### src/hdl/clf_pkg.sv
// Constants, types and the checksum step shared by the serial log host receiver.
// Assumes one 10 MHz clock; the serial line is taken as synchronous to it.
package clf_pkg;
  localparam int unsigned CLK_HZ = 10_000_000;
  localparam int unsigned BAUD_BPS = 115200;
  localparam int unsigned BIT_CYC = CLK_HZ / BAUD_BPS;
  localparam int unsigned HALF_CYC = BIT_CYC / 2;
  localparam logic [7:0] BIT_RELOAD = 8'(BIT_CYC - 1);
  localparam logic [7:0] HALF_RELOAD = 8'(HALF_CYC - 1);
  localparam logic [2:0] LAST_BIT = 3'h7;
  localparam logic [7:0] FLAG_BYTE = 8'h7E;
  localparam logic [7:0] ESC_BYTE = 8'h7D;
  localparam logic [7:0] ESC_FLIP = 8'h20;
  localparam logic [15:0] CRC_POLY = 16'h8005;
  localparam logic [15:0] CRC_POLY_REFL = 16'hA001;
  localparam logic [15:0] CRC_INIT = 16'h0000;
  localparam logic [7:0] APP_ID_RX = 8'h01;
  localparam logic [7:0] APP_ID_TX = 8'h02;
  localparam logic [7:0] POS_APP_ID = 8'h00;
  localparam logic [7:0] POS_TIME = 8'h01;
  localparam logic [7:0] POS_MSG_ID = 8'h05;
  localparam logic [7:0] FIELD_LEN = 8'h04;
  localparam logic [7:0] MIN_FRAME = 8'h03;
  localparam logic [7:0] CNT_MAX = 8'hFF;
  localparam int unsigned EXT_BIT = 29;
  localparam int unsigned FIFO_W = 9;
  localparam int unsigned FIFO_DEPTH = 16;

  typedef enum logic [3:0] {
    RX_IDLE = 4'b0001, RX_START = 4'b0010, RX_DATA = 4'b0100, RX_STOP = 4'b1000
  } clf_rx_e;

  typedef enum logic [2:0] {
    DF_HUNT = 3'b001, DF_BODY = 3'b010, DF_ESC = 3'b100
  } clf_df_e;

  // Reflected form, LSB of each byte first
  function automatic logic [15:0] crc16_byte(input logic [15:0] crc, input logic [7:0] d);
    logic [15:0] c;
    c = crc ^ {8'h00, d};
    for (int i = 0; i < 8; i++) begin
      c = c[0] ? ((c >> 1) ^ CRC_POLY_REFL) : (c >> 1);
    end
    return c;
  endfunction
endpackage

### src/hdl/clf_byte_if.sv
// Valid/ready word carrier between the receiver's own modules.
// Assumes source and sink share sys_clk.
`timescale 1ns/1ps
interface clf_byte_if #(parameter int W = 8);
  logic [W-1:0] data;
  logic valid;
  logic ready;
  modport src (output data, output valid, input ready);
  modport snk (input data, input valid, output ready);
endinterface // clf_byte_if

### src/hdl/clf_host_rx.sv
// Host end of the logger's serial link: byte receiver, frame hunter,
// destuffer, checksum check, payload FIFO and message field capture.
// Assumes ser_rxd is the logger's serial output, synchronous to sys_clk,
// and the consumer drains the payload through pay_valid/pay_ready.
`timescale 1ns/1ps

////////////////////////////////////////////////////////////////////////////////
// How it works
// - Line runs 115200 bit/s, 8N1, no flow
// - Flag value appears only at frame boundaries
// - Only bytes between flags build a frame
// - Escape byte dropped; next byte bit five flipped
// - Checksum covers destuffed payload bytes only
// - Checksum travels high byte first
// - Frame good only when checksums match
// - Checksum polynomial 0x8005, sixteen bits
// - Payload opens with one-byte application identifier
// - Identifier 1 received, 2 transmitted message
// - Timestamp counts seconds since Unix epoch
// - Message identifier extended when bit 29 set
// - Multi-byte fields arrive most significant first
module clf_host_rx (
  input wire logic sys_clk,
  input wire logic rst,
  input wire logic ser_rxd,
  output logic [7:0] pay_data,
  output logic pay_first,
  output logic pay_valid,
  input wire logic pay_ready,
  output logic frame_done,
  output logic frame_ok,
  output logic [7:0] app_id,
  output logic kind_rx,
  output logic kind_tx,
  output logic [31:0] time_sec,
  output logic [28:0] msg_id,
  output logic msg_ext,
  output logic rx_overrun,
  output logic rx_frame_err
);
  ////////////////////////////////////////////////////////////////////////////////
  // Byte receiver and payload FIFO

  clf_byte_if #(.W(8)) rx_if ();
  clf_byte_if #(.W(clf_pkg::FIFO_W)) fifo_in_if ();
  clf_byte_if #(.W(clf_pkg::FIFO_W)) fifo_out_if ();

  clf_uart_rx u_rx (
    .sys_clk(sys_clk),
    .rst(rst),
    .ser_rxd(ser_rxd),
    .out_if(rx_if),
    .overrun(rx_overrun),
    .frame_err(rx_frame_err)
  );

  clf_fifo #(.W(clf_pkg::FIFO_W), .DEPTH(clf_pkg::FIFO_DEPTH)) u_fifo (
    .sys_clk(sys_clk),
    .rst(rst),
    .in_if(fifo_in_if),
    .out_if(fifo_out_if)
  );

  assign pay_data = fifo_out_if.data[7:0];
  assign pay_first = fifo_out_if.data[8];
  assign pay_valid = fifo_out_if.valid;
  assign fifo_out_if.ready = pay_ready;

  ////////////////////////////////////////////////////////////////////////////////
  // Field position decode, used for both captured words

  function automatic logic in_field(input logic [7:0] idx, input logic [7:0] first);
    return (idx >= first) && (idx < first + clf_pkg::FIELD_LEN);
  endfunction

  ////////////////////////////////////////////////////////////////////////////////
  // Deframer state and byte classification

  clf_pkg::clf_df_e st_r;
  clf_pkg::clf_df_e st_nxt;
  logic [7:0] nbytes_r;
  logic [7:0] nbytes_nxt;
  logic [15:0] crc_r;
  logic [15:0] crc_nxt;
  logic [7:0] sh1_r;
  logic [7:0] sh0_r;
  logic [7:0] id_sh_r;
  logic [31:0] time_sh_r;
  logic [31:0] mid_sh_r;
  logic done_r;
  logic ok_r;
  logic [7:0] app_id_r;
  logic kind_rx_r;
  logic kind_tx_r;
  logic [31:0] time_r;
  logic [31:0] mid_r;
  logic ext_r;

  wire [7:0] in_data = rx_if.data;
  wire is_flag = (in_data == clf_pkg::FLAG_BYTE);
  wire is_esc = (in_data == clf_pkg::ESC_BYTE);
  wire in_body = (st_r == clf_pkg::DF_BODY);
  wire in_esc = (st_r == clf_pkg::DF_ESC);
  wire data_byte = (in_body && !is_flag && !is_esc) || (in_esc && !is_flag);
  wire [7:0] dval = in_esc ? (in_data ^ clf_pkg::ESC_FLIP) : in_data;
  // The two newest bytes may be the checksum, so payload lags by two
  wire have2 = (nbytes_r >= 8'h02);
  wire [7:0] pidx = nbytes_r - 8'h02;
  wire push = rx_if.valid && data_byte && have2;
  wire take = rx_if.valid && rx_if.ready;
  wire step = take && data_byte && have2;
  wire restart = take && is_flag;
  wire close_good = take && is_flag && in_body && (nbytes_r >= clf_pkg::MIN_FRAME);
  wire crc_match = (crc_r == {sh1_r, sh0_r});

  // Full FIFO stalls the deframer; the receiver flags overrun if the next byte completes during the stall
  assign rx_if.ready = !(data_byte && have2 && !fifo_in_if.ready);
  assign fifo_in_if.valid = push;
  assign fifo_in_if.data = {pidx == clf_pkg::POS_APP_ID, sh1_r};

  always_comb begin
    st_nxt = st_r;
    if (take) begin
      case (st_r)
        clf_pkg::DF_HUNT: if (is_flag) st_nxt = clf_pkg::DF_BODY;
        clf_pkg::DF_BODY: if (is_esc) st_nxt = clf_pkg::DF_ESC;
        // A flag right after an escape aborts and reopens
        clf_pkg::DF_ESC: st_nxt = clf_pkg::DF_BODY;
        default: st_nxt = clf_pkg::DF_HUNT;
      endcase
    end
  end

  always_comb begin
    nbytes_nxt = nbytes_r;
    if (restart) begin
      nbytes_nxt = 8'h00;
    end else if (take && data_byte && nbytes_r != clf_pkg::CNT_MAX) begin
      nbytes_nxt = nbytes_r + 8'h01;
    end
  end

  always_comb begin
    crc_nxt = crc_r;
    if (restart) begin
      crc_nxt = clf_pkg::CRC_INIT;
    end else if (step) begin
      crc_nxt = clf_pkg::crc16_byte(crc_r, sh1_r);
    end
  end

  ////////////////////////////////////////////////////////////////////////////////
  // Deframer registers

  always_ff @(posedge sys_clk or posedge rst) begin
    if (rst) begin
      st_r <= clf_pkg::DF_HUNT;
      nbytes_r <= 8'h00;
      crc_r <= clf_pkg::CRC_INIT;
    end else begin
      st_r <= st_nxt;
      nbytes_r <= nbytes_nxt;
      crc_r <= crc_nxt;
    end
  end

  always_ff @(posedge sys_clk or posedge rst) begin
    if (rst) begin
      sh1_r <= 8'h00;
      sh0_r <= 8'h00;
    end else if (take && data_byte) begin
      sh1_r <= sh0_r;
      sh0_r <= dval;
    end
  end

  ////////////////////////////////////////////////////////////////////////////////
  // Message field capture, high byte first

  always_ff @(posedge sys_clk or posedge rst) begin
    if (rst) begin
      id_sh_r <= 8'h00;
      time_sh_r <= 32'h0000_0000;
      mid_sh_r <= 32'h0000_0000;
    end else if (step) begin
      if (pidx == clf_pkg::POS_APP_ID) id_sh_r <= sh1_r;
      if (in_field(pidx, clf_pkg::POS_TIME)) time_sh_r <= {time_sh_r[23:0], sh1_r};
      if (in_field(pidx, clf_pkg::POS_MSG_ID)) mid_sh_r <= {mid_sh_r[23:0], sh1_r};
    end
  end

  // Outputs keep the last good frame; a bad one pulses done and clears ok
  always_ff @(posedge sys_clk or posedge rst) begin
    if (rst) begin
      done_r <= 1'b0;
      ok_r <= 1'b0;
      app_id_r <= 8'h00;
      kind_rx_r <= 1'b0;
      kind_tx_r <= 1'b0;
      time_r <= 32'h0000_0000;
      mid_r <= 32'h0000_0000;
      ext_r <= 1'b0;
    end else begin
      done_r <= close_good;
      if (close_good) ok_r <= crc_match;
      if (close_good && crc_match) begin
        app_id_r <= id_sh_r;
        kind_rx_r <= (id_sh_r == clf_pkg::APP_ID_RX);
        kind_tx_r <= (id_sh_r == clf_pkg::APP_ID_TX);
        time_r <= time_sh_r;
        mid_r <= mid_sh_r;
        ext_r <= mid_sh_r[clf_pkg::EXT_BIT];
      end
    end
  end

  assign frame_done = done_r;
  assign frame_ok = ok_r;
  assign app_id = app_id_r;
  assign kind_rx = kind_rx_r;
  assign kind_tx = kind_tx_r;
  assign time_sec = time_r;
  // Standard identifiers use only the low bits; upper bits pass as sent
  assign msg_id = mid_r[28:0];
  assign msg_ext = ext_r;

  ////////////////////////////////////////////////////////////////////////////////
  // Checks

  property p_hunt_quiet;
    @(posedge sys_clk) disable iff (rst)
    (st_r == clf_pkg::DF_HUNT) |-> !fifo_in_if.valid && !close_good;
  endproperty
  a_hunt_quiet: assert property (p_hunt_quiet) else $error("payload outside a frame");

  property p_esc_drop;
    @(posedge sys_clk) disable iff (rst)
    (take && in_body && is_esc) |=> (st_r == clf_pkg::DF_ESC) && $stable(nbytes_r);
  endproperty
  a_esc_drop: assert property (p_esc_drop) else $error("escape byte not dropped");

  property p_esc_restore;
    @(posedge sys_clk) disable iff (rst)
    (take && in_esc && !is_flag) |=> (sh0_r == ($past(in_data) ^ clf_pkg::ESC_FLIP));
  endproperty
  a_esc_restore: assert property (p_esc_restore) else $error("escaped byte not restored");

  property p_crc_restart;
    @(posedge sys_clk) disable iff (rst)
    restart |=> (crc_r == clf_pkg::CRC_INIT) && (nbytes_r == 8'h00);
  endproperty
  a_crc_restart: assert property (p_crc_restart) else $error("checksum not cleared at flag");

  property p_crc_only_payload;
    @(posedge sys_clk) disable iff (rst)
    (!step && !restart) |=> $stable(crc_r);
  endproperty
  a_crc_only_payload: assert property (p_crc_only_payload) else $error("checksum moved");

  property p_verdict;
    @(posedge sys_clk) disable iff (rst)
    close_good |=> frame_done && (frame_ok == ($past(crc_r) == {$past(sh1_r), $past(sh0_r)}));
  endproperty
  a_verdict: assert property (p_verdict) else $error("frame verdict wrong");

  property p_kind;
    @(posedge sys_clk) disable iff (rst)
    (frame_done && frame_ok) |-> (kind_rx == (app_id == clf_pkg::APP_ID_RX))
      && (kind_tx == (app_id == clf_pkg::APP_ID_TX));
  endproperty
  a_kind: assert property (p_kind) else $error("message kind mismatch");

  property p_ext;
    @(posedge sys_clk) disable iff (rst)
    (close_good && crc_match) |=> (msg_ext == $past(mid_sh_r[clf_pkg::EXT_BIT]))
      && (msg_id == $past(mid_sh_r[28:0]));
  endproperty
  a_ext: assert property (p_ext) else $error("extended flag wrong");

  property p_msb_first;
    @(posedge sys_clk) disable iff (rst)
    (step && pidx == clf_pkg::POS_TIME) |=> (time_sh_r[7:0] == $past(sh1_r))
      && (time_sh_r[15:8] == $past(time_sh_r[7:0]));
  endproperty
  a_msb_first: assert property (p_msb_first) else $error("field byte order wrong");

  // Opening flags after a closing flag land here and must stay silent
  property p_short_silent;
    @(posedge sys_clk) disable iff (rst)
    (take && is_flag && in_body && nbytes_r < clf_pkg::MIN_FRAME) |=> !frame_done;
  endproperty
  a_short_silent: assert property (p_short_silent) else $error("short frame reported");

  property p_time_load;
    @(posedge sys_clk) disable iff (rst)
    (close_good && crc_match) |=> (time_sec == $past(time_sh_r));
  endproperty
  a_time_load: assert property (p_time_load) else $error("seconds not loaded");

  property p_app_id_load;
    @(posedge sys_clk) disable iff (rst)
    (close_good && crc_match) |=> (app_id == $past(id_sh_r));
  endproperty
  a_app_id_load: assert property (p_app_id_load) else $error("identifier not loaded");
endmodule // clf_host_rx

### src/hdl/clf_uart_rx.sv
// Serial line receiver, 8 data bits LSB first, 1 stop bit, no parity.
// Assumes ser_rxd is synchronous to sys_clk and idles high.
`timescale 1ns/1ps
module clf_uart_rx (
  input wire logic sys_clk,
  input wire logic rst,
  input wire logic ser_rxd,
  clf_byte_if.src out_if,
  output logic overrun,
  output logic frame_err
);
  clf_pkg::clf_rx_e st_r;
  logic [7:0] cnt_r;
  logic [2:0] bit_r;
  logic [7:0] sh_r;
  logic [7:0] hold_r;
  logic valid_r;
  logic ovr_r;
  logic ferr_r;
  wire tick = (cnt_r == 8'h00);
  wire got = (st_r == clf_pkg::RX_STOP) && tick && ser_rxd;

  always_ff @(posedge sys_clk or posedge rst) begin
    if (rst) begin
      st_r <= clf_pkg::RX_IDLE;
      cnt_r <= 8'h00;
      bit_r <= 3'h0;
      sh_r <= 8'h00;
    end else begin
      cnt_r <= tick ? 8'h00 : cnt_r - 8'h01;
      case (st_r)
        clf_pkg::RX_IDLE: if (!ser_rxd) begin
          st_r <= clf_pkg::RX_START;
          cnt_r <= clf_pkg::HALF_RELOAD;
        end
        clf_pkg::RX_START: if (tick) begin
          // A high line at mid start bit was a glitch
          st_r <= ser_rxd ? clf_pkg::RX_IDLE : clf_pkg::RX_DATA;
          cnt_r <= clf_pkg::BIT_RELOAD;
          bit_r <= 3'h0;
        end
        clf_pkg::RX_DATA: if (tick) begin
          sh_r <= {ser_rxd, sh_r[7:1]};
          bit_r <= bit_r + 3'h1;
          cnt_r <= clf_pkg::BIT_RELOAD;
          if (bit_r == clf_pkg::LAST_BIT) st_r <= clf_pkg::RX_STOP;
        end
        clf_pkg::RX_STOP: if (tick) st_r <= clf_pkg::RX_IDLE;
        default: st_r <= clf_pkg::RX_IDLE;
      endcase
    end
  end

  // No flow control on the line: a byte that finds the holding slot busy is lost
  always_ff @(posedge sys_clk or posedge rst) begin
    if (rst) begin
      hold_r <= 8'h00;
      valid_r <= 1'b0;
      ovr_r <= 1'b0;
      ferr_r <= 1'b0;
    end else begin
      ovr_r <= got && valid_r && !out_if.ready;
      ferr_r <= (st_r == clf_pkg::RX_STOP) && tick && !ser_rxd;
      if (got && !(valid_r && !out_if.ready)) begin
        hold_r <= sh_r;
        valid_r <= 1'b1;
      end else if (out_if.ready) begin
        valid_r <= 1'b0;
      end
    end
  end

  assign out_if.data = hold_r;
  assign out_if.valid = valid_r;
  assign overrun = ovr_r;
  assign frame_err = ferr_r;

  property p_half_bit;
    @(posedge sys_clk) disable iff (rst)
    (st_r == clf_pkg::RX_IDLE && !ser_rxd) |-> ##44 (st_r != clf_pkg::RX_START);
  endproperty
  a_half_bit: assert property (p_half_bit) else $error("start bit not resolved at mid bit");
endmodule // clf_uart_rx

### src/hdl/clf_fifo.sv
// Synchronous FIFO with valid/ready on both sides.
// Assumes one clock; DEPTH is a power of two.
`timescale 1ns/1ps
module clf_fifo #(
  parameter int W = 9,
  parameter int DEPTH = 16
) (
  input wire logic sys_clk,
  input wire logic rst,
  clf_byte_if.snk in_if,
  clf_byte_if.src out_if
);
  localparam int AW = $clog2(DEPTH);
  logic [W-1:0] mem [DEPTH];
  logic [AW:0] wr_r;
  logic [AW:0] rd_r;
  wire [AW:0] used = wr_r - rd_r;
  wire full = (used == (AW+1)'(DEPTH));
  wire empty = (used == '0);
  wire wr_go = in_if.valid && !full;
  wire rd_go = out_if.ready && !empty;

  always_ff @(posedge sys_clk) begin
    if (wr_go) mem[wr_r[AW-1:0]] <= in_if.data;
  end

  always_ff @(posedge sys_clk or posedge rst) begin
    if (rst) begin
      wr_r <= '0;
      rd_r <= '0;
    end else begin
      if (wr_go) wr_r <= wr_r + (AW+1)'(1);
      if (rd_go) rd_r <= rd_r + (AW+1)'(1);
    end
  end

  assign in_if.ready = !full;
  assign out_if.valid = !empty;
  assign out_if.data = mem[rd_r[AW-1:0]];

  property p_bounded;
    @(posedge sys_clk) disable iff (rst)
    (used <= (AW+1)'(DEPTH)) and (full |=> (wr_r == $past(wr_r)));
  endproperty
  a_bounded: assert property (p_bounded) else $error("fifo written while full");
endmodule // clf_fifo

### config.mk
export PLATFORM = sky130hd
export DESIGN_NAME = clf_host_rx
export DESIGN_NICKNAME = d
export VERILOG_FILES = /design/src/hdl/clf_pkg.sv /design/src/hdl/clf_byte_if.sv /design/src/hdl/clf_host_rx.sv /design/src/hdl/clf_uart_rx.sv /design/src/hdl/clf_fifo.sv
export SDC_FILE = /design/constraint.sdc
export NUM_CORES = 1
export LEC_CHECK = 0
export BUFFER_PORTS_ARGS = -buffer_cell sky130_fd_sc_hd__buf_2
export CORE_UTILIZATION = 58
export DETAILED_ROUTE_END_ITERATION = 6
export PLACE_DENSITY = 0.76
export REMOVE_ABC_BUFFERS = 1
export SLEW_MARGIN = 20
export SYNTH_ARGS = -nofsm -noshare
export SYNTH_HDL_FRONTEND = slang
export SYNTH_SLANG_ARGS = --single-unit
### constraint.sdc
create_clock -name sys_clk -period 15.35 [get_ports sys_clk]
set_input_delay 3.07 -clock sys_clk [delete_from_list [all_inputs] [get_ports sys_clk]]
set_output_delay 3.07 -clock sys_clk [all_outputs]
set_load 0.1 [all_outputs]
After elaboration in Yosys (flattened, before gate mapping). Memory sizes are Yosys's and may differ from the RTL's. Index checks and enable logic that the tools add are counted.

Memories: 1. Logic and storage cells: 155. Output and inout port bits: 86. Bits in registers: 231. Memory bits (writable): 144.

Equal/unequal tests: 23. Bitwise operators: 10. Mux-type cells: 34. Order comparisons: 6. Add/sub/neg operators: 7. Reduce and logical (&&, ||, !) cells: 48.

Memory list: u_fifo.mem (words 16, width 9, read ports 1, clocked after Yosys merged registers in 0, wr ports 1, RTL line clf_fifo.sv:14) `logic [W-1:0] mem [DEPTH];`.

Operators with widths (number): $mux 16 (10); $mux 8 (5); $logic_and 1x1->1 (26); $not 2->3 (8); $mux 4 (5); $eq 16x16->1 (1); $eq 8x7->1 const B (2); $ge 8x2->1 const B (2); $logic_not 8->1 (2); $pmux 4 s4 (1); $pmux 8 s2 (1); $xor 16x8->16 (1); $mux 3 (5); $add 5x1->5 const B (2); $ne 2x1->1 const B (5); $pmux 3 s3 (1); $add 8x1->8 const B (1); $eq 8x1->1 const B (1); $eq 8x2->1 const B (1); $ge 8x1->1 const B (1); $ge 8x3->1 const B (1); $lt 8x3->1 const B (1); $lt 8x4->1 const B (1); $ne 8x8->1 const B (1); other kinds (25) (43).

Depth between registers and ports, before layout. Gate-level depths: netlist of the first run.

Word-level depth: 19. Depth in mapped cells: 13. Gate-level depth less buffers: 8.

Cells and area by module. From an unflattened synthesis of the first run, not the netlist that was laid out.

Cell total of the unflattened synthesis: 1055. Area, all modules: 15758.9 um^2.

By module, submodules not included: clf_host_rx (seq. area each 4680.7 um^2, cells an instance 591, area each 7916.3 um^2, times used 1); clf_fifo (seq. area each 4574.4 um^2, cells an instance 337, area each 6237.2 um^2, times used 1); clf_uart_rx (seq. area each 852.1 um^2, cells an instance 127, area each 1605.3 um^2, times used 1).

Worst setup path before layout of the first run. OpenSTA, ideal clock, no wires.

Path kind: register to output. From: register u_fifo.rd_r[0]. To: output port pay_first. Required time: 12280 ps. Arrival time: 2735 ps. Path buffers: 2. Cell stages (with the launch flop): 5. Slack: 9545 ps. Cell sequence: dfrtp_1 clkbuf_1 buf_1 mux4_2 mux4_2.

Word-level cells in the longest chain between the ends: 1.

RTL lines: start: declaration (RTL line clf_fifo.sv:16) `logic [AW:0] rd_r;`; start signal: assignment (RTL line clf_fifo.sv:33) `if (rd_go) rd_r <= rd_r + (AW+1)'(1);`; $mem_v2 16x9; end: declaration (RTL line clf_host_rx.sv:27) `output logic pay_first,`.

No other way between the ends.

Final worst setup path of the first run.
From: register u_fifo.rd_r[0]. To: output port pay_data[0].

Word-level cells in the longest chain between the ends: 1.

RTL lines: $mem_v2 16x9; end: declaration (RTL line clf_host_rx.sv:26) `output logic [7:0] pay_data,`.

No other way between the ends.

==> results of run 1 <==
state kept, by name, indices dropped and copies added, names as in the netlist, 3 cells and up:
name              flops
u_fifo.mem          144
u_rx.bit_r            3
u_fifo.wr_r           5
app_id                8
u_rx.st_r             4
crc_r                16
time_sec             32
mid_sh_r             30
u_rx.out_if.data      8
time_sh_r            32
nbytes_r              8
u_rx.sh_r             8
st_r                  3
sh0_r                 8
u_fifo.rd_r           5
id_sh_r               8
u_rx.cnt_r            8
sh1_r                 8
mid_r                29
cell type report:
cell class                 instances  area (um2)
clock buffer                      54        1070
clock inverter                    14         200
fill                            1730        8560
inverter                          18        80.1
multi-input combinational        541        5090
sequential                       375       10100
tap                              335         419
timing repair buffer              99         524
worst register-to-register path: stages, from the launching register on:
cell      delay [ns]
dfrtp_2         0.64
buf_4           0.55
ha_1            0.29
and3b_1         0.20
or4_1           0.54
a211oi_2        0.51
nor3_2          0.10
buf_4           0.27
nand2_1         0.11
buf_4           0.38
mux2_2          0.41
kinds of logic (layout without fill, tap and decap cells):
group	Yosys count	count (layout)	synth area share, %
flip-flops	375	375	65.5
multiplexers	208	208	18.4
AND/OR/NAND/NOR	190	190	6.35
AO/OA/AOI/OAI	70	70	3.19
buffers and inverters	60	185	1.66
XOR/XNOR	56	56	3.46
adder cells (fa/ha/maj)	17	17	1.38
metrics by stage:
step                cell area [um2]  cells
finish                        17500   1436
global route                  17500   1436
CTS                           17500   1436
floorplan                     15200    934
detailed placement            16200   1368
global placement              16200   1368
cell usage after synthesis (3+ instances only):
master,number
inv_1,17
nor3_1,14
and3_1,15
a211oi_1,3
clkbuf_1,26
a21oi_1,11
nand2b_1,4
xnor2_1,35
buf_1,3
xor2_1,18
nor4_1,6
mux2_2,156
mux2i_1,4
a211o_1,3
dfrtp_1,229
and2_1,3
a31oi_1,4
nand2_1,79
or4_1,5
mux4_2,45
nand4_1,10
o31ai_1,3
nor2b_1,9
nor2_1,18
nor3b_1,5
buf_2,10
nand3_1,7
edfxtp_1,144
mux2_1,3
o21ai_0,16
a22o_1,13
ha_1,17
final timing paths:
kind                                            start                         to  slack [ns]  cells after the start
max                        u_fifo.rd_r[0]$_DFFE_PP0P_                pay_data[0]        9.14                      4
min                           u_rx.cnt_r[0]$_DFF_PP0_    u_rx.cnt_r[0]$_DFF_PP0_        0.47                      1
max reg2reg                u_fifo.rd_r[0]$_DFFE_PP0P_  time_sh_r[24]$_DFFE_PP0P_       11.22                     10
min reg2reg                   u_rx.cnt_r[0]$_DFF_PP0_    u_rx.cnt_r[0]$_DFF_PP0_        0.47                      1
max in group asynchronous                         rst   mid_sh_r[25]$_DFFE_PP0P_       11.43                      3
min in group asynchronous                         rst   time_sec[28]$_DFFE_PP0P_        2.69                      2
cells in the final DEF, fill, tap and decap left out, types with 9 or more instances in the layout:
cell,Yosys,final
a21oi_1,11,11
a22o_1,13,13
and3_1,15,15
buf_2,10,89
buf_4,1,9
clkbuf_1,26,11
clkbuf_16,0,39
dfrtp_1,229,228
edfxtp_1,144,144
ha_1,17,17
inv_1,17,16
mux2_2,156,156
mux4_2,45,45
nand2_1,79,79
nand4_1,10,10
nor2_1,18,18
nor2b_1,9,9
nor3_1,14,12
o21ai_0,16,16
xnor2_1,35,35
xor2_1,18,18
layer usage:
layer	vias to the layer above	global-route usage, %
met5	-	0
met3	64	4.02
met4	0	8.30
met1	4361	31.1
met2	210	38.4
li1	3816	-
power groups by stage:
stage               combinational (uW)  clock [uW]  sequential (uW)
floorplan                          126           0             1120
global placement                   176           0             1110
detailed placement                 182           0             1110
CTS                                184         961             1100
global route                       199        1000             1100
finish                             182         943             1100
==> impl_metrics.toml, run 1 <==
[run_status]
status = "completed"

[grt]
grt_overflow_total = 0
grt_max_degree = 146
antenna_found_initial = 0
grt_first_pass_wirelength_um = 47600
first_global_vias = 8554
grt.total_usage_pct = 23.2

[layout]
utilization_pct = 67.1
diodes = 0
area_delta_synth_final_pct = 13.4
fin_nets = 1094
layout-drive-gt1-share_pct = 33.8

[worst_setup_path]
cpLargestDelayFamily = "multiplexers"
critPathCaptureType = "output port"
cp_data_required_time_ns = 12.28
start_kind = "register"
cp.buffers_inverters = 2
cp_max_fo = 27
slowest_stage = "dfrtp_2"
crit_arrival_ns = 3.14
critical_path.most_common_cell = "mux4_2"
critPathMaxStageDelay_ns = 0.64
crit_type = "reg -> out"
cp_cell_sequence = "buf_4 -> mux4_2 -> mux4_2 -> buf_2"

[logic_synthesis]
synth_seq_area_share_pct = 65.5
syn_inst = 976
yosys-top-cells-area = "dfrtp_1 37%, edfxtp_1 28%, mux2_2 11%, mux4_2 6.6%, xnor2_1 2.0%"
yosys.cell_types.count = 64
async_flop_share_pct = 61.6
syn_area_um2 = 15400
synth_edf_count = 144
synth_warnings = 0
synth_top_area_share_pct = 37.2
syn_avg_cell_area_um2 = 15.8
ys_ff_latch = 375
synth_top_area_cell = "dfrtp_1"
synth_ff_type = "dfrtp_1"

[pwr]
powerDensity_nw_per_um2 = 127
power.total_uw = 2220
p_int_uw = 1710
clkPwrFrac_pct = 42.5
leakage_uw = 0.00739
pwr-share-comb_pct = 8.2
swShare_pct = 23.1
netSwitchingPower_uw = 512
irDropWorstVdd_mv = 0.120
seq_power_share_pct = 49.3

[run]
maxCapViolCount = 0

[sta]
setup_slack_ns = 9.14
setup_viol = 0
rsz0062_at_grt = "no"
clock_skew_ns = 0.0206
hold_ws_ns = 0.467
hold_violations = 0
finalMaxSlewViolations = 0
period_minus_slack_ns = 6.21
worst_slew_pin_slew_ns = 0.997
period_share_pct = 40.4
relSlewSlack_pct = 33.5
fmax_mhz = 161
fin_tns_setup_ns = 0

[detailed_routing]
vias = 8451
wl_met1_um = 12900
drc = 0
highest_layer = "met4"
wl_um = 30400
drtIter0Drc = 737
drt-pass1-iter-count = 5
postRouteAntennaNets = 0
dr_wl_met3_um = 1360
post_drt_wl_per_cell_um = 21.2
via_per_inst = 5.89
wl_met2_um = 15300

[floorplan]
dieArea_um2 = 27300
ios = 90
core_um2 = 26100
die_x_um = 165
initial_utilization_pct = 59.2
num_rows = 59
chipHeight_um = 165

[clocking]
clkTransAtPathRegs_ns = 0.07
clock-sinks = 375
clockRootBuffer = "clkbuf_16"
clk_latency_ns = 0.53
ctsResizeCount = 0
cts_setup_buffers = 0
ctsHoldBuffers = 0
cts_tree = "yes"
cts_buffers = 38
cts_buffer_depth = 3
h-tree-depth = 2

[placed_design]
io_buffers = 89
dp_hpwl_um = 17700
gp_congestion = 0.815
pre_cts_slack_ns = 9.69

[worst_hold_path]
hp-class = "reg -> reg"
(Power assumes the default switching activity.)
==> run 2: changes to the inputs <==
--- a/config.mk
+++ b/config.mk
@@ -6,7 +6,7 @@
 export NUM_CORES = 1
 export LEC_CHECK = 0
 export BUFFER_PORTS_ARGS = -buffer_cell sky130_fd_sc_hd__buf_2
-export CORE_UTILIZATION = 58
+export CORE_UTILIZATION = 55
 export DETAILED_ROUTE_END_ITERATION = 6
 export PLACE_DENSITY = 0.76
 export REMOVE_ABC_BUFFERS = 1
==> constraint.sdc (replaced) <==
create_clock -name sys_clk -period 5.3 [get_ports sys_clk]
set_input_delay 1.06 -clock sys_clk [delete_from_list [all_inputs] [get_ports sys_clk]]
set_output_delay 1.06 -clock sys_clk [all_outputs]
set_load 0.1 [all_outputs]
==> run 2 against run 1 <==
Against the previous run:
- clock power rose to 2.8 times the previous value
- clock-buffer cell count unchanged
- routed wire length down 4.9%
- sequential share of layout area about the same
- global-route usage down 2.2 points
- critical endpoint is now pay_data[6]
- largest cell class unchanged
- highest routed layer unchanged
==> impl_metrics.toml, run 2 (synthesis gave the netlist of run 1 again) <==
[worst_setup_path]
cp_data_required_time_ns = 4.24
cp_max_fo = 28
ff2ff_path_depth = 8
startpoint = "u_fifo.rd_r[0]$_DFFE_PP0P_"
critPathCaptureType = "output port"
start_kind = "register"
r2r_start = "u_fifo.rd_r[2]$_DFFE_PP0P_"
crit_arrival_ns = 3.09
crit_type = "reg -> out"

[worst_hold_path]
hp-class = "reg -> reg"
min-delay-start = "frame_ok$_DFFE_PP0P_"
hold_path_depth = 1

[layout]
final_common_cell = "dfrtp_1"
stdcell_area_um2 = 17500
largest_register_ffs = 144
area_delta_synth_final_pct = 13.4
layout-drive-gt1-share_pct = 33.6
num-fill-cells = 1943
diodes = 0
fin_cells = 1477
mostFrequentLayoutCells = "228 x dfrtp_1, 156 x mux2_2, 144 x edfxtp_1, 89 x buf_2, 79 x nand2_1"
utilization_pct = 64.2
fin_nets = 1097

[floorplan]
core_um2 = 27300
chipHeight_um = 169
num_rows = 60
dieArea_um2 = 28700
initial_utilization_pct = 56.6
die_x_um = 169
ios = 90

[pwr]
powerDensity_nw_per_um2 = 361
clkPwrFrac_pct = 41.5
pwr-share-comb_pct = 8.6
swShare_pct = 23.1
netSwitchingPower_uw = 1460
p_int_uw = 4850
leakage_uw = 0.00737
seq_power_share_pct = 49.9
irDropWorstVdd_mv = 0.278
power.total_uw = 6310

[sta]
fmax_mhz = 241
period_share_pct = 78.3
clock_skew_ns = 0.0159
period_minus_slack_ns = 4.15
rsz0062_at_grt = "no"
setup_viol = 0
worst_slew_pin_slew_ns = 0.992
hold_ws_ns = 0.473
relSlewSlack_pct = 33.9
finalMaxSlewViolations = 0
hold_violations = 0

[clocking]
ctsHoldBuffers = 0
clk_latency_ns = 0.52
clkTransAtPathRegs_ns = 0.06
cts_setup_buffers = 0
h-tree-depth = 2
clock-sinks = 375
cts_buffers = 38
ctsResizeCount = 0
cts_tree = "yes"
clockRootBuffer = "clkbuf_16"
cts_buffer_depth = 3

[run_status]
status = "completed"

[detailed_routing]
drt-pass1-iter-count = 5
wl_um = 28900
wl_met2_um = 14600
wl_met1_um = 12500
highest_layer = "met4"
via_per_inst = 5.67
dr_wl_met3_um = 1360
drc = 0
vias = 8373
drtIter0Drc = 566
postRouteAntennaNets = 0
post_drt_wl_per_cell_um = 19.6

[run]
maxCapViolCount = 0

[placed_design]
gp_congestion = 0.790
placed_cell_area_um2 = 16300
dp.cells = 1408
io_buffers = 89
dp_hpwl_um = 18100

[grt]
grt_max_degree = 140
antenna_found_initial = 0
grt_overflow_total = 0
first_global_vias = 8682
grt_first_pass_wirelength_um = 46900
grt.total_usage_pct = 21.0
## run 2: worst paths after layout
check | slack (ns) | end
worst max-delay path | 1.15 | pay_data[6]
worst min-delay path | 0.47 | frame_ok$_DFFE_PP0P_
worst max register to register | 1.55 | u_fifo.mem[8][6]$_DFFE_PP_
worst min register to register | 0.47 | frame_ok$_DFFE_PP0P_
max in group asynchronous | 3.51 | mid_sh_r[22]$_DFFE_PP0P_
min in group asynchronous | 0.76 | frame_ok$_DFFE_PP0P_
## run 2: power by group through the flow
stage | Combinational (uW) | Clock [uW] | Sequential [uW]
2_1_floorplan | 366 | 0 | 3260
3_3_place_gp | 540 | 0 | 3200
3_5_place_dp | 551 | 0 | 3200
4_1_cts | 551 | 2660 | 3150
5_1_grt | 600 | 2780 | 3160
6_report | 544 | 2620 | 3150
## run 2: layout make-up
cell class / count / area [um2] / share of cell area, %
clock buffers: 54 / 1070 / 6.13
repair buffers: 102 / 543 / 3.10
flip-flops and latches: 375 / 10100 / 57.8
inverters: 18 / 75.1 / 0.429
clock inverters: 15 / 149 / 0.851
well taps: 372 / 465 / 2.66
multi-input cells: 541 / 5080 / 29.0
## run 2: worst max-delay path: stages (launching register included)
cell     delay [ns]
dfrtp_2        0.61
buf_4          0.54
mux4_2         0.60
mux4_2         0.49
buf_2          0.31
## run 2: routing by layer
| metal | global-route usage [%] | vias up |
|---|---|---|
| met3 | 3.59 | 47 |
| met1 | 28.6 | 4316 |
| met4 | 5.60 | 0 |
| li1 | - | 3826 |
| met2 | 35.3 | 184 |
| met5 | 0 | - |
## run 2: through the flow
step | TNS, ns | setup WS [ns]
final | 0 | 1.15
after detailed placement | 0 | 1.61
after floorplan | -599.67 | -2.09
after global placement | 0 | 1.68
after CTS | 0 | 1.09
after global routing | 0 | 0.970
==> run 3: changes to the inputs <==
--- a/config.mk
+++ b/config.mk
@@ -5,8 +5,9 @@
 export SDC_FILE = /design/constraint.sdc
 export NUM_CORES = 1
 export LEC_CHECK = 0
+export ABC_AREA = 1
 export BUFFER_PORTS_ARGS = -buffer_cell sky130_fd_sc_hd__buf_2
-export CORE_UTILIZATION = 55
+export CORE_UTILIZATION = 58
 export DETAILED_ROUTE_END_ITERATION = 6
 export PLACE_DENSITY = 0.76
 export REMOVE_ABC_BUFFERS = 1
==> constraint.sdc (replaced) <==
create_clock -name sys_clk -period 4.3 [get_ports sys_clk]
set_input_delay 0.86 -clock sys_clk [delete_from_list [all_inputs] [get_ports sys_clk]]
set_output_delay 0.86 -clock sys_clk [all_outputs]
set_load 0.1 [all_outputs]
==> run 3 against run 2 <==
Against the previous run:
- largest power group unchanged
- setup slack got worse by 0.79 ns
- routed wire length is 21% higher
- sequential power is 23% higher
- critical path depth rose by 3
- sequential cell count is the same
- clock-buffer cell count rose by 2
- die area down 1.4%
- first-iteration DRC count up 97%
- synthesized cell count grew 66%
==> impl_metrics.toml, run 3 <==
[grt]
grt_first_pass_wirelength_um = 57700
antenna_found_initial = 0
grt_max_degree = 117
grtUsageMet1_pct = 36.2
grt_use_met2_pct = 40.9
grt_overflow_total = 0
first_global_vias = 11445
grt.total_usage_pct = 25.5
use_met3_pct = 3.76
top_usage_layer = "met2"

[logic_synthesis]
yosys.cell_types.count = 41
synth_warnings = 0
syn_inst = 1618
syn_avg_cell_area_um2 = 9.91
synth_top_area_cell = "dfrtp_1"
synth_most_common_cell = "nand2_1"
yosys-top-cells-area = "dfrtp_1 36%, edfxtp_1 27%, nand2_1 10%, nand3_1 4.6%, o21ai_0 4.0%"
synth_top_area_share_pct = 35.7
async_flop_share_pct = 61.6
synth_edf_count = 144
synth_ff_type = "dfrtp_1"
synth_seq_area_share_pct = 63.0
ys_ff_latch = 375
synth_common_cells = "439 x nand2_1, 229 x dfrtp_1, 147 x nand3_1"
syn_area_um2 = 16000

[sta]
setup_viol = 0
period_minus_slack_ns = 3.95
worst_slew_pin_slew_ns = 0.913
rsz0062_at_grt = "no"
period_share_pct = 91.8
fmax_mhz = 253
hold_ws_ns = 0.446
clock_skew_ns = 0.0214
finalMaxSlewViolations = 0
relSlewSlack_pct = 38.9
hold_violations = 0

[clocking]
cts_buffers = 39
clkTransAtPathRegs_ns = 0.06
clockRootBuffer = "clkbuf_16"
clk_latency_ns = 0.53
cts_buffer_depth = 3
h-tree-depth = 2
ctsResizeCount = 0
clock-sinks = 375
cts_tree = "yes"
cts_setup_buffers = 0
ctsHoldBuffers = 0

[worst_hold_path]
hp-class = "reg -> reg"

[layout]
largest_register_ffs = 144
area_delta_synth_final_pct = 12.1
final_common_cell = "nand2_1"
layout-drive-gt1-share_pct = 11.2
utilization_pct = 66.5
fin_nets = 1714
multi_input_area_um2 = 5080
num-fill-cells = 2047
diodes = 0
seq_area_um2 = 10100
mostFrequentLayoutCells = "439 x nand2_1, 228 x dfrtp_1, 147 x nand3_1, 144 x edfxtp_1, 129 x o21ai_0"

[detailed_routing]
drt-pass1-iter-count = 5
via_per_inst = 5.65
drc = 0
wl_um = 34900
postRouteAntennaNets = 0
post_drt_wl_per_cell_um = 16.9
drtIter0Drc = 1117
vias = 11654

[placed_design]
io_buffers = 89
dp_hpwl_um = 22000
gp_congestion = 0.897

[floorplan]
ios = 90
initial_utilization_pct = 59.3
dieArea_um2 = 28300
core_um2 = 27000
die_x_um = 168
num_rows = 60
chipHeight_um = 168

[worst_setup_path]
start_kind = "register"
crit_arrival_ns = 3.09
crit_type = "reg -> out"
cp_data_required_time_ns = 3.44
cp_max_fo = 37
critPathCaptureType = "output port"

[pwr]
powerDensity_nw_per_um2 = 510
leakage_uw = 0.00796
irDropWorstVdd_mv = 0.510

[run]
maxCapViolCount = 0

[run_status]
status = "completed"
-- run 3: cell types whose count changed in the layout (fill, tap and decap cells not counted), moves of 15 or more --
cell	delta
nand2_1	+360
inv_1	+95
mux4_2	-45
nand3_1	+140
o21ai_0	+113
xnor2_1	-27
and3_1	-15
mux2_2	-156
nor2_1	+105
o21ai_1	+44
o22ai_1	+33
-- run 3: final cells by class --
type | instances | share of cell area [%]
repair buffers | 109 | 3.45
well taps | 341 | 2.37
clock inverters | 14 | 0.877
flip-flops and latches | 375 | 56.3
inverters | 118 | 2.51
multi-input cells | 1050 | 28.3
clock buffers | 56 | 6.25
-- run 3: cell families after synthesis --
kind of cell / share of synthesized area [%]
AOI/OAI and AO/OA: 8.29
xor gates and xnor gates: 2.13
adders and majority gates: 1.33
buffers and inverters: 5.32
DFF: 63.0
and+or+nand+nor: 19.9
-- run 3: metal layers --
layer	wire length, um	share of wire, %
met5	0	0
met4	949	2.7
met3	2350	6.7
met2	16500	47
met1	15100	43
-- run 3: worst paths after layout --
kind                                                 start                        end  slack, ns  depth (start not counted)
worst max-delay path            u_fifo.rd_r[0]$_DFFE_PP0P_                pay_data[3]       0.35                          7
worst min-delay path               u_rx.cnt_r[0]$_DFF_PP0_    u_rx.cnt_r[0]$_DFF_PP0_       0.45                          1
worst max register to register  u_fifo.rd_r[2]$_DFFE_PP0P_    mid_sh_r[7]$_DFFE_PP0P_       0.62                         13
worst min register to register     u_rx.cnt_r[0]$_DFF_PP0_    u_rx.cnt_r[0]$_DFF_PP0_       0.45                          1
max in group asynchronous                              rst       sh1_r[0]$_DFFE_PP0P_       2.80                          3
min in group asynchronous                              rst  time_sh_r[11]$_DFFE_PP0P_       0.50                          2
-- run 3: critical path, stage by stage, from the launching register on --
cell,delay (ns)
dfrtp_2,0.55
inv_2,0.51
buf_4,0.45
o21ai_0,0.18
o22ai_1,0.22
nand2_1,0.09
nand3_1,0.10
buf_2,0.43
-- run 3: power breakdown --
part / switching, uW / internal (uW) / total, uW
clock network: 1340 / 2000 / 3340
registers: 101 / 3770 / 3870
logic: 1540 / 406 / 1950
-- run 3: per-stage QoR --
stage / power, uW / worst slack, ns / area, um2 / TNS, ns / instances
floorplan: 5380 / -2.89 / 15600 / -689.21 / 1543
global placement: 5830 / 0.883 / 16700 / 0 / 1993
detailed placement: 5860 / 0.716 / 16700 / 0 / 1993
CTS: 9200 / 0.374 / 18000 / 0 / 2063
global route: 9500 / 0.195 / 18000 / 0 / 2063
finish: 9160 / 0.355 / 18000 / 0 / 2063
